**config.mk**
```make
export PLATFORM = sky130hd
export DESIGN_NAME = uerr_flags
export DESIGN_NICKNAME = d
export VERILOG_FILES = /design/src/uerr_pkg.sv /design/src/uerr_turn_if.sv /design/src/uerr_turn_timer.sv /design/src/uerr_flags.sv
export SDC_FILE = /design/constraint.sdc
export NUM_CORES = 1
export LEC_CHECK = 0
export BUFFER_PORTS_ARGS = -buffer_cell sky130_fd_sc_hd__buf_2
export CAP_MARGIN = 20
export CORE_ASPECT_RATIO = 0.7
export CORE_UTILIZATION = 31
export DETAILED_ROUTE_END_ITERATION = 10
export HOLD_SLACK_MARGIN = 0.02
export PLACE_DENSITY = 0.47
export SLEW_MARGIN = 25
export SYNTH_ARGS = -nofsm -noshare
export SYNTH_HDL_FRONTEND = slang
export SYNTH_SLANG_ARGS = --single-unit
```
**constraint.sdc**
```tcl
create_clock -name clk -period 6.51 [get_ports clk]
set_clock_uncertainty 0.1 [all_clocks]
set_input_delay 1.302 -clock clk [delete_from_list [all_inputs] [get_ports clk]]
set_output_delay 1.302 -clock clk [all_outputs]
set_load 0.02 [all_outputs]
```
**src/uerr_pkg.sv**
```systemverilog
// Package with register map, field positions and constants of the USB error flag block.
// How it works
// Each error flag is masked by its enable; the results are ORed into one summary.
// A flag stays set until software writes one to it; zero leaves it.
// A flag is set on the very next edge after its fault is detected.
// The error flag register reads all zeros after reset.
// A bit stuffing violation sets bit 7 and rejects the packet.
// A descriptor fetch not granted in time sets bit 5.
// An oversize data packet sets bit 5 and is truncated in buffer memory.
// More than 16 idle bit times after end of packet sets bit 4.
// A data field not a whole number of bytes sets bit 3.
// A data checksum failure sets bit 2 and rejects the data packet.
// A token checksum failure sets bit 1 and rejects the token.
// A packet identifier check failure sets bit 0.
// Summary error is bit 1 of the main interrupt flags, set on any enabled error.
// The enable register holds one enable per flag at the same positions.
// Bit 6 of the flag register reads zero and ignores writes.
package uerr_pkg;
   localparam logic [11:0] ADDR_FLAGS = 12'h000;
   localparam logic [11:0] ADDR_ENABLES = 12'h004;
   localparam logic [11:0] ADDR_CLEAR = 12'h008;
   localparam logic [11:0] ADDR_MAIN_FLAGS = 12'h00c;
   localparam logic [11:0] ADDR_MAIN_ENABLES = 12'h010;
   localparam logic [11:0] ADDR_MAIN_CLEAR = 12'h014;
   localparam logic [11:0] ADDR_PACKET = 12'h018;
   localparam logic [11:0] ADDR_TURN_LIMIT = 12'h01c;
   localparam int BIT_STUFF = 7;
   localparam int BIT_BUFFER = 5;
   localparam int BIT_TURN = 4;
   localparam int BIT_PARTIAL = 3;
   localparam int BIT_DCRC = 2;
   localparam int BIT_TCRC = 1;
   localparam int BIT_PID = 0;
   localparam int BIT_MAIN_ERROR = 1;
   localparam logic [7:0] FLAG_MASK = 8'hbf;
   localparam logic [7:0] FLAGS_RESET = 8'h00;
   localparam logic [7:0] ENABLES_RESET = 8'h00;
   localparam int TURN_LIMIT_BITS = 16;
   localparam int CLK_MHZ = 125;
   localparam int BIT_RATE_KHZ = 12000;
   // Cycles per full-speed bit time, rounded down but never below one.
   localparam int CYC_PER_BIT_RAW = (CLK_MHZ * 1000) / BIT_RATE_KHZ;
   localparam int CYC_PER_BIT = (CYC_PER_BIT_RAW < 1) ? 1 : CYC_PER_BIT_RAW;
   localparam logic [15:0] TURN_LIMIT_RESET = 16'(TURN_LIMIT_BITS * CYC_PER_BIT);
   typedef enum logic [2:0] {
      UERR_T_IDLE = 3'b001,
      UERR_T_WAIT = 3'b010,
      UERR_T_FAULT = 3'b100
   } uerr_turn_t;
endpackage

```
**src/uerr_turn_if.sv**
```systemverilog
// Interface that carries the turnaround timer's controls and result.
`timescale 1ns/1ns
interface uerr_turn_if;
   logic eop;
   logic bus_active;
   logic [15:0] limit;
   logic timeout;
   modport timer (input eop, input bus_active, input limit, output timeout);
   modport owner (output eop, output bus_active, output limit, input timeout);
endinterface

```
**src/uerr_turn_timer.sv**
```systemverilog
// Bus turnaround timer that flags a host that stays idle too long after end of packet.
`timescale 1ns/1ns
module uerr_turn_timer (
   // Clock and reset.
   input wire logic clk,
   input wire logic rst_n,
   // Timer port.
   uerr_turn_if.timer tif
);
   uerr_pkg::uerr_turn_t state_q, state_d;
   logic [15:0] count_q, count_d;
   logic timeout_q, timeout_d;

   always_comb begin
      state_d = state_q;
      count_d = count_q;
      timeout_d = 1'b0;
      case (state_q)
         uerr_pkg::UERR_T_IDLE: begin
            count_d = 16'h0000;
         end
         uerr_pkg::UERR_T_WAIT: begin
            count_d = count_q + 16'h0001;
            if (tif.bus_active) begin
               state_d = uerr_pkg::UERR_T_IDLE;
            end else if (count_q >= tif.limit) begin
               state_d = uerr_pkg::UERR_T_FAULT;
               timeout_d = 1'b1;
            end
         end
         uerr_pkg::UERR_T_FAULT: begin
            count_d = 16'h0000;
            if (tif.bus_active) begin
               state_d = uerr_pkg::UERR_T_IDLE;
            end
         end
         default: begin
            state_d = uerr_pkg::UERR_T_IDLE;
         end
      endcase
      // A fresh end of packet always restarts the count from zero.
      if (tif.eop) begin
         state_d = uerr_pkg::UERR_T_WAIT;
         count_d = 16'h0000;
      end
   end

   always_ff @(posedge clk) begin
      if (!rst_n) begin
         state_q <= uerr_pkg::UERR_T_IDLE;
         count_q <= 16'h0000;
         timeout_q <= 1'b0;
      end else begin
         state_q <= state_d;
         count_q <= count_d;
         timeout_q <= timeout_d;
      end
   end

   assign tif.timeout = timeout_q;

   a_timeout_after_limit: assert property (@(posedge clk) disable iff (!rst_n)
      tif.timeout |-> $past(state_q) == uerr_pkg::UERR_T_WAIT && !$past(tif.bus_active)
      && $past(count_q) >= $past(tif.limit))
      else $error("Turnaround timeout without an idle wait.");
endmodule

```
**src/uerr_flags.sv**
```systemverilog
// Top of the USB error flag block with its APB register slave.
//
// Chosen here: the register addresses and register access over APB.
`timescale 1ns/1ns
module uerr_flags (
   // Clock and reset.
   input wire logic clk,
   input wire logic rst_n,
   // APB slave.
   input wire logic psel,
   input wire logic penable,
   input wire logic pwrite,
   input wire logic [11:0] paddr,
   input wire logic [31:0] pwdata,
   output logic [31:0] prdata,
   output logic pready,
   output logic pslverr,
   // Fault detections from the packet engine, one-cycle pulses.
   input wire logic stuff_fault,
   input wire logic desc_late,
   input wire logic packet_oversize,
   input wire logic partial_byte,
   input wire logic data_crc_fault,
   input wire logic token_crc_fault,
   input wire logic pid_fault,
   // Bus activity seen by the turnaround timer.
   input wire logic eop_seen,
   input wire logic bus_active,
   // Results to the packet engine and interrupt controller.
   output logic reject_packet,
   output logic truncate_packet,
   output logic error_summary,
   output logic irq
);
   logic [7:0] flags_q, flags_d;
   logic [7:0] enables_q, enables_d;
   logic [7:0] main_flags_q, main_flags_d;
   logic [7:0] main_en_q, main_en_d;
   logic [15:0] limit_q, limit_d;
   logic [31:0] prdata_d;
   logic pready_d, pslverr_d;
   logic reject_d, truncate_d, summary_d, irq_d;
   logic [7:0] faults;
   logic [7:0] clear;
   logic [7:0] main_clear;
   logic wr, rd, mapped;
   uerr_turn_if tif ();

   assign tif.eop = eop_seen;
   assign tif.bus_active = bus_active;
   assign tif.limit = limit_q;

   uerr_turn_timer u_timer (
      .clk(clk),
      .rst_n(rst_n),
      .tif(tif)
   );

   function automatic logic [31:0] widen8(input logic [7:0] v);
      return {24'h000000, v};
   endfunction

   // One wait state lets read data settle in a flop; a write lands on the ready edge.
   assign wr = psel && penable && pwrite && pready;
   assign rd = psel && penable && !pwrite && !pready;

   always_comb begin
      faults = 8'h00;
      faults[uerr_pkg::BIT_STUFF] = stuff_fault;
      faults[uerr_pkg::BIT_BUFFER] = desc_late || packet_oversize;
      faults[uerr_pkg::BIT_TURN] = tif.timeout;
      faults[uerr_pkg::BIT_PARTIAL] = partial_byte;
      faults[uerr_pkg::BIT_DCRC] = data_crc_fault;
      faults[uerr_pkg::BIT_TCRC] = token_crc_fault;
      faults[uerr_pkg::BIT_PID] = pid_fault;
   end

   always_comb begin
      mapped = 1'b1;
      case (paddr)
         uerr_pkg::ADDR_FLAGS, uerr_pkg::ADDR_ENABLES, uerr_pkg::ADDR_CLEAR,
         uerr_pkg::ADDR_MAIN_FLAGS, uerr_pkg::ADDR_MAIN_ENABLES,
         uerr_pkg::ADDR_MAIN_CLEAR, uerr_pkg::ADDR_PACKET,
         uerr_pkg::ADDR_TURN_LIMIT: mapped = 1'b1;
         default: mapped = 1'b0;
      endcase
   end

   always_comb begin
      clear = 8'h00;
      main_clear = 8'h00;
      enables_d = enables_q;
      main_en_d = main_en_q;
      limit_d = limit_q;
      if (wr) begin
         case (paddr)
            uerr_pkg::ADDR_FLAGS: clear = pwdata[7:0];
            uerr_pkg::ADDR_CLEAR: clear = pwdata[7:0];
            uerr_pkg::ADDR_ENABLES: enables_d = pwdata[7:0] & uerr_pkg::FLAG_MASK;
            uerr_pkg::ADDR_MAIN_ENABLES: main_en_d = pwdata[7:0];
            uerr_pkg::ADDR_MAIN_CLEAR: main_clear = pwdata[7:0];
            uerr_pkg::ADDR_MAIN_FLAGS: main_clear = pwdata[7:0];
            uerr_pkg::ADDR_TURN_LIMIT: limit_d = pwdata[15:0];
            default: clear = 8'h00;
         endcase
      end
      // A fault in the clearing cycle wins, so no event is lost.
      flags_d = ((flags_q & ~clear) | faults) & uerr_pkg::FLAG_MASK;
      main_flags_d = main_flags_q & ~main_clear;
      main_flags_d[uerr_pkg::BIT_MAIN_ERROR] = |(flags_d & enables_d);
   end

   always_comb begin
      prdata_d = 32'h00000000;
      if (rd) begin
         case (paddr)
            uerr_pkg::ADDR_FLAGS: prdata_d = widen8(flags_q);
            uerr_pkg::ADDR_ENABLES: prdata_d = widen8(enables_q);
            uerr_pkg::ADDR_MAIN_FLAGS: prdata_d = widen8(main_flags_q);
            uerr_pkg::ADDR_MAIN_ENABLES: prdata_d = widen8(main_en_q);
            uerr_pkg::ADDR_PACKET: prdata_d = {30'h00000000, truncate_packet, reject_packet};
            uerr_pkg::ADDR_TURN_LIMIT: prdata_d = {16'h0000, limit_q};
            default: prdata_d = 32'h00000000;
         endcase
      end
      pready_d = psel && penable && !pready;
      pslverr_d = psel && penable && !pready && !mapped;
      reject_d = stuff_fault || data_crc_fault || token_crc_fault;
      truncate_d = packet_oversize;
      summary_d = main_flags_d[uerr_pkg::BIT_MAIN_ERROR];
      irq_d = |(main_flags_d & main_en_d);
   end

   always_ff @(posedge clk) begin
      if (!rst_n) begin
         flags_q <= uerr_pkg::FLAGS_RESET;
         enables_q <= uerr_pkg::ENABLES_RESET;
         main_flags_q <= 8'h00;
         main_en_q <= 8'h00;
         limit_q <= uerr_pkg::TURN_LIMIT_RESET;
      end else begin
         flags_q <= flags_d;
         enables_q <= enables_d;
         main_flags_q <= main_flags_d;
         main_en_q <= main_en_d;
         limit_q <= limit_d;
      end
   end

   always_ff @(posedge clk) begin
      if (!rst_n) begin
         prdata <= 32'h00000000;
         pready <= 1'b0;
         pslverr <= 1'b0;
      end else begin
         prdata <= prdata_d;
         pready <= pready_d;
         pslverr <= pslverr_d;
      end
   end

   always_ff @(posedge clk) begin
      if (!rst_n) begin
         reject_packet <= 1'b0;
         truncate_packet <= 1'b0;
         error_summary <= 1'b0;
         irq <= 1'b0;
      end else begin
         reject_packet <= reject_d;
         truncate_packet <= truncate_d;
         error_summary <= summary_d;
         irq <= irq_d;
      end
   end

   // Every fault must show in its flag on the very next edge.
   a_stuff_sets_bit: assert property (@(posedge clk) disable iff (!rst_n)
      stuff_fault |=> flags_q[7])
      else $error("Stuffing fault did not set bit 7.");

   a_buffer_sets_bit: assert property (@(posedge clk) disable iff (!rst_n)
      (desc_late || packet_oversize) |=> flags_q[5])
      else $error("Buffer fault did not set bit 5.");

   a_oversize_truncates: assert property (@(posedge clk) disable iff (!rst_n)
      packet_oversize |=> truncate_packet && flags_q[5])
      else $error("Oversize packet not truncated.");

   a_turn_sets_bit: assert property (@(posedge clk) disable iff (!rst_n)
      tif.timeout |=> flags_q[4])
      else $error("Turnaround timeout did not set bit 4.");

   a_partial_sets_bit: assert property (@(posedge clk) disable iff (!rst_n)
      partial_byte |=> flags_q[3])
      else $error("Partial byte field did not set bit 3.");

   a_dcrc_rejects: assert property (@(posedge clk) disable iff (!rst_n)
      data_crc_fault |=> flags_q[2] && reject_packet)
      else $error("Data checksum fault not flagged and rejected.");

   a_tcrc_rejects: assert property (@(posedge clk) disable iff (!rst_n)
      token_crc_fault |=> flags_q[1] && reject_packet)
      else $error("Token checksum fault not flagged and rejected.");

   a_pid_sets_bit: assert property (@(posedge clk) disable iff (!rst_n)
      pid_fault |=> flags_q[0])
      else $error("Packet id fault did not set bit 0.");

   // A stray set would send software after a fault that never happened.
   a_stuff_no_stray: assert property (@(posedge clk) disable iff (!rst_n)
      !flags_q[7] && !stuff_fault |=> !flags_q[7])
      else $error("Bit 7 set without a stuffing fault.");

   a_buffer_no_stray: assert property (@(posedge clk) disable iff (!rst_n)
      !flags_q[5] && !desc_late && !packet_oversize |=> !flags_q[5])
      else $error("Bit 5 set without a buffer fault.");

   a_turn_no_stray: assert property (@(posedge clk) disable iff (!rst_n)
      !flags_q[4] && !tif.timeout |=> !flags_q[4])
      else $error("Bit 4 set without a turnaround timeout.");

   a_partial_no_stray: assert property (@(posedge clk) disable iff (!rst_n)
      !flags_q[3] && !partial_byte |=> !flags_q[3])
      else $error("Bit 3 set without a partial byte field.");

   a_dcrc_no_stray: assert property (@(posedge clk) disable iff (!rst_n)
      !flags_q[2] && !data_crc_fault |=> !flags_q[2])
      else $error("Bit 2 set without a data checksum fault.");

   a_tcrc_no_stray: assert property (@(posedge clk) disable iff (!rst_n)
      !flags_q[1] && !token_crc_fault |=> !flags_q[1])
      else $error("Bit 1 set without a token checksum fault.");

   a_pid_no_stray: assert property (@(posedge clk) disable iff (!rst_n)
      !flags_q[0] && !pid_fault |=> !flags_q[0])
      else $error("Bit 0 set without a packet id fault.");

   a_reject_has_cause: assert property (@(posedge clk) disable iff (!rst_n)
      reject_packet |-> $past(stuff_fault) || $past(data_crc_fault) || $past(token_crc_fault))
      else $error("Packet rejected without a fault.");

   a_truncate_has_cause: assert property (@(posedge clk) disable iff (!rst_n)
      truncate_packet |-> $past(packet_oversize))
      else $error("Packet truncated without an oversize fault.");

   // Flags leave only through a write of one on the ready edge.
   a_flag_holds: assert property (@(posedge clk) disable iff (!rst_n)
      flags_q[7] && !(wr && (paddr == uerr_pkg::ADDR_CLEAR) && pwdata[7])
      && !(wr && (paddr == uerr_pkg::ADDR_FLAGS) && pwdata[7]) |=> flags_q[7])
      else $error("Stuffing flag dropped without a clear.");

   a_flags_kept: assert property (@(posedge clk) disable iff (!rst_n)
      1'b1 |=> (flags_q & $past(flags_q) & ~$past(clear)) == ($past(flags_q) & ~$past(clear)))
      else $error("A flag dropped although its bit was written zero.");

   a_clear_takes: assert property (@(posedge clk) disable iff (!rst_n)
      1'b1 |=> (flags_q & $past(clear) & ~$past(faults)) == 8'h00)
      else $error("A flag written with one did not clear.");

   a_clear_on_ready: assert property (@(posedge clk) disable iff (!rst_n)
      clear != 8'h00 |-> psel && penable && pready)
      else $error("A flag cleared outside the ready edge.");

   a_ready_one_pulse: assert property (@(posedge clk) disable iff (!rst_n)
      pready |=> !pready)
      else $error("Ready stood longer than one cycle.");

   a_error_with_ready: assert property (@(posedge clk) disable iff (!rst_n)
      pslverr |-> pready)
      else $error("Slave error shown without ready.");

   // The summary is live, so it must track the gated flags on every cycle.
   a_summary_gated: assert property (@(posedge clk) disable iff (!rst_n)
      error_summary == |(flags_q & enables_q))
      else $error("Summary error does not match gated flags.");

   a_main_bit_summary: assert property (@(posedge clk) disable iff (!rst_n)
      main_flags_q[uerr_pkg::BIT_MAIN_ERROR] == error_summary)
      else $error("Main error bit differs from the summary.");

   a_main_rest_zero: assert property (@(posedge clk) disable iff (!rst_n)
      (main_flags_q & 8'hfd) == 8'h00)
      else $error("A main flag other than the error bit is set.");

   a_irq_follows: assert property (@(posedge clk) disable iff (!rst_n)
      irq == (error_summary && main_en_q[uerr_pkg::BIT_MAIN_ERROR]))
      else $error("Interrupt does not follow the enabled summary.");

   a_enable_bit6_zero: assert property (@(posedge clk) disable iff (!rst_n)
      enables_q[6] == 1'b0)
      else $error("Unused enable bit 6 is set.");

   a_bit6_zero: assert property (@(posedge clk) disable iff (!rst_n)
      flags_q[6] == 1'b0)
      else $error("Unused flag bit 6 is set.");

   // These watch the reset itself, so they carry no disable condition.
   a_reset_clears_flags: assert property (@(posedge clk)
      !rst_n |=> flags_q == uerr_pkg::FLAGS_RESET && enables_q == uerr_pkg::ENABLES_RESET)
      else $error("Flags or enables not zero after reset.");

   a_reset_quiets_out: assert property (@(posedge clk)
      !rst_n |=> !irq && !error_summary && !pready && !reject_packet)
      else $error("Outputs not quiet after reset.");
endmodule

```
==> run_results.csv <==
group,metric,value,unit
floorplanning,core-area,12630,sq um
global_routing,overflow,0,
floorplanning,start_util,32.24,%
global_routing,grt_usage,17.14,%
logic_synthesis,synth_edf_count,0,
global_routing,antenna_found_initial,1,
sta,timing.slew.headroom,49.27,%
worst_setup_path,cp-start-kind,"input pin",
floorplanning,rows,34,
clock_tree,clkTransAtPathRegs,0.07,ns
worst_setup_path,crit_type,"input pin to flop",
finish,postLayoutCoreUtil,37.57,%
drt,drtPass1Iterations,8,
logic_synthesis,netlist_area,4074,sq um
drt,drc,8,
placed_design,routabilityCongestion,0.8254,
sta,period_needed,3.678,ns
power,combPwrFrac,5.0,%
floorplanning,die_h,97.91,microns
clock_tree,max-clock-path-buffers,2,
logic_synthesis,synthFlopType,"dfxtp_1",
clock_tree,cts_tree,"built",
hold_path,hp-class,"flop to flop",
power,switching_share,22.82,%
status,violations,"design-rule violations",
logic_synthesis,synthDistinctLibCells,56,
power,p_leak,2.008,nW
sta,hold_violations,0,
floorplanning,dieArea,13610,sq um
status,status,"complete, but fails checks",
logic_synthesis,yosysSeqAreaShare,42.75,%
drt,vias,3426,
logic_synthesis,synth_cells,479,
finish,drive_above_1_share,16.64,%
clock_tree,clk_latency,0.35,ns
global_routing,grt_pass1_vias,3305,
global_routing,grt_max_degree,42,
finish,n_antenna_cell,0,
finish,layout.nets,605,
worst_setup_path,crit_fanout,8,
clock_tree,cts_root_buffer,"clkbuf_16",
logic_synthesis,yosysWarnings,0,
placed_design,dpl.hpwl,8335,microns
power,p_int,0.8926,mW
run,maxCapViolCount,0,
drt,drtAntennaViolNets,0,
floorplanning,ios,96,
logic_synthesis,postSynth.asyncResetShare,0,%
power,powerDensity,243.6,nW/um^2
sta,worstMarginPinSlew,0.7599,ns
clock_tree,cts_hold_buf,0,
logic_synthesis,synth_area_per_cell,8.505,sq um
logic_synthesis,ys_ff_latch,87,
sta,final_max_slew_viol_count,0,
power,p_switching,0.2640,mW
clock_tree,numClockSinks,87,
power,pwr-share-seq,46.7,%
placed_design,numPortBuffers,63,
worst_setup_path,cp.arrival,3.82,ns
power,vdd.ir_drop.worst,0.1321,mV
sta,fmax,271.9,MHz
worst_setup_path,end_kind,"flop",
drt,avgRoutedWirePerCell,15.83,microns
floorplanning,dieWidth,139.0,microns
sta,fin_tns_setup,0,ns
drt,avgViaCountPerCell,4.915,
sta,fin_crit_sh,56.49,%
global_routing,grt_pass1_wl,17860,microns
clock_tree,cts_max_level,3,
power,clkPwrFrac,48.3,%
clock_tree,postCtsSetupRepairBufs,0,
sta,setup_viol,0,
drt,wirelength,11030,microns
finish,area_delta_synth_final,16.52,%
clock_tree,cts_resized,0,
clock_tree,numCtsBuffers,9,
drt,drt_iter0_drc,222,
worst_setup_path,cp.required,6.65,ns
sta,rsz0062_at_grt,"no",
-- cell usage in the layout (no fill, tap or decap), drive strengths merged, types with 2 or more instances in the layout --
cell / synthesis / final
a22oi: 2 / 2
a2111oi: 2 / 2
inv: 29 / 29
o21ai: 14 / 14
and4: 3 / 3
nor3: 18 / 18
clkinv: 0 / 3
dfxtp: 87 / 87
nand3: 11 / 11
and2: 7 / 7
mux2i: 23 / 23
bufinv: 0 / 2
buf: 24 / 63
o32a: 2 / 2
nand4: 6 / 6
o22ai: 3 / 3
or4: 2 / 2
a21o: 7 / 7
o221ai: 2 / 2
nor2: 63 / 63
a221oi: 6 / 6
and3: 8 / 8
xor2: 10 / 10
or3: 3 / 3
o21a: 2 / 2
o21bai: 2 / 2
nand2b: 2 / 2
or2: 2 / 2
and3b: 3 / 3
a21oi: 32 / 32
xnor2: 4 / 4
nand2: 54 / 54
conb: 1 / 16
o211ai: 2 / 2
clkbuf: 14 / 11
ha: 17 / 17
-- stage by stage --
step | area, sq um | instances | setup WS [ns] | hold WS (ns) | total power, mW
4_1_cts | 4747 | 697 | 2.846 | 0.3577 | 1.168
5_1_grt | 4747 | 697 | 2.742 | 0.3756 | 1.194
3_3_place_gp | 4428 | 681 | 2.490 | 0.3410 | 0.6098
6_report | 4747 | 697 | 2.832 | 0.3540 | 1.157
3_5_place_dp | 4432 | 681 | 2.480 | 0.3487 | 0.6106
2_1_floorplan | 4130 | 494 | 3.094 | 0.3319 | 0.5917
-- area by class of cell --
type,instances,area [sq um]
clock inverter,5,82.58
timing repair buffer,63,315.3
fill,1299,7888
tap,162,202.7
inverter,29,108.9
multi-input combinational,340,2063
sequential,87,1742
clock buffer,11,232.7
-- kinds of logic after synthesis --
group | Yosys count | synth area share [%]
flip-flops | 87 | 42.75
XOR/XNOR | 14 | 3.010
AND/OR/NAND/NOR | 187 | 22.08
AO/OA/AOI/OAI | 82 | 12.84
multiplexers | 24 | 5.927
other | 1 | 0.09205
buffers and inverters | 67 | 8.077
adder cells (fa/ha/maj) | 17 | 5.221
-- per-layer routing --
| metal | vias to the layer above | track usage [%] | routed length, microns | share of wire (%) |
|---|---|---|---|---|
| met5 | - | 0 | 8 | 0.073 |
| met1 | 1617 | 25.38 | 5900 | 53 |
| li1 | 1710 | - | - | - |
| met4 | 2 | 4.188 | 82 | 0.74 |
| met2 | 89 | 23.93 | 4420 | 40 |
| met3 | 8 | 5.002 | 620 | 5.6 |
-- power groups by stage --
stage	Combinational, mW	Clock (mW)	Sequential [mW]
floorplan	0.0392	0	0.552
global placement	0.0574	0	0.552
detailed placement	0.0581	0	0.553
CTS	0.0582	0.569	0.540
global route	0.0634	0.590	0.541
finish	0.0579	0.558	0.540
-- registers in the layout, indices dropped and copies added, names as in the netlist --
register             cells
enables_q                7
flags_q                  7
irq                      1
limit_q                 16
main_en_q                8
main_flags_q             8
prdata                  16
pready                   1
pslverr                  1
reject_packet            1
truncate_packet          1
u_timer.count_q         16
u_timer.state_q          3
u_timer.tif.timeout      1
-- cells in the mapped netlist, types with 6 or more instances --
cell type   n  area [sq um]
dfxtp_1    87          1742
nor2_1     62         232.7
nand2_1    54         202.7
a21oi_1    32         160.2
inv_1      27         101.4
mux2i_1    23         230.2
buf_4      17         127.6
ha_1       17         212.7
nor3_1     17         85.08
clkbuf_1   14         52.55
nand3_1    11         55.05
o21ai_0    10         50.05
xor2_1     10         87.58
and3_1      8         50.05
a21o_1      7         52.55
and2_1      7         43.79
a221oi_1    6         52.55
-- worst max-delay path: stages --
cell	delay, ns
buf_2	0.11
nor4_4	0.31
and4_4	0.30
and3_1	0.54
mux2i_1	0.28
and3b_1	0.21
or4_1	0.56
a22o_1	0.21
-- final timing paths --
| path | startpoint | slack, ns | depth (start not counted) | endpoint |
|---|---|---|---|---|
| min | limit_q[14]$_SDFFE_PN0P_ | 0.35 | 2 | limit_q[14]$_SDFFE_PN0P_ |
| max | paddr[8] | 2.83 | 8 | irq$_SDFF_PN0_ |
| max reg2reg | pready$_SDFF_PN0_ | 3.65 | 7 | irq$_SDFF_PN0_ |
| min reg2reg | limit_q[14]$_SDFFE_PN0P_ | 0.35 | 2 | limit_q[14]$_SDFFE_PN0P_ |
Power figures use the tool's default switching activity.
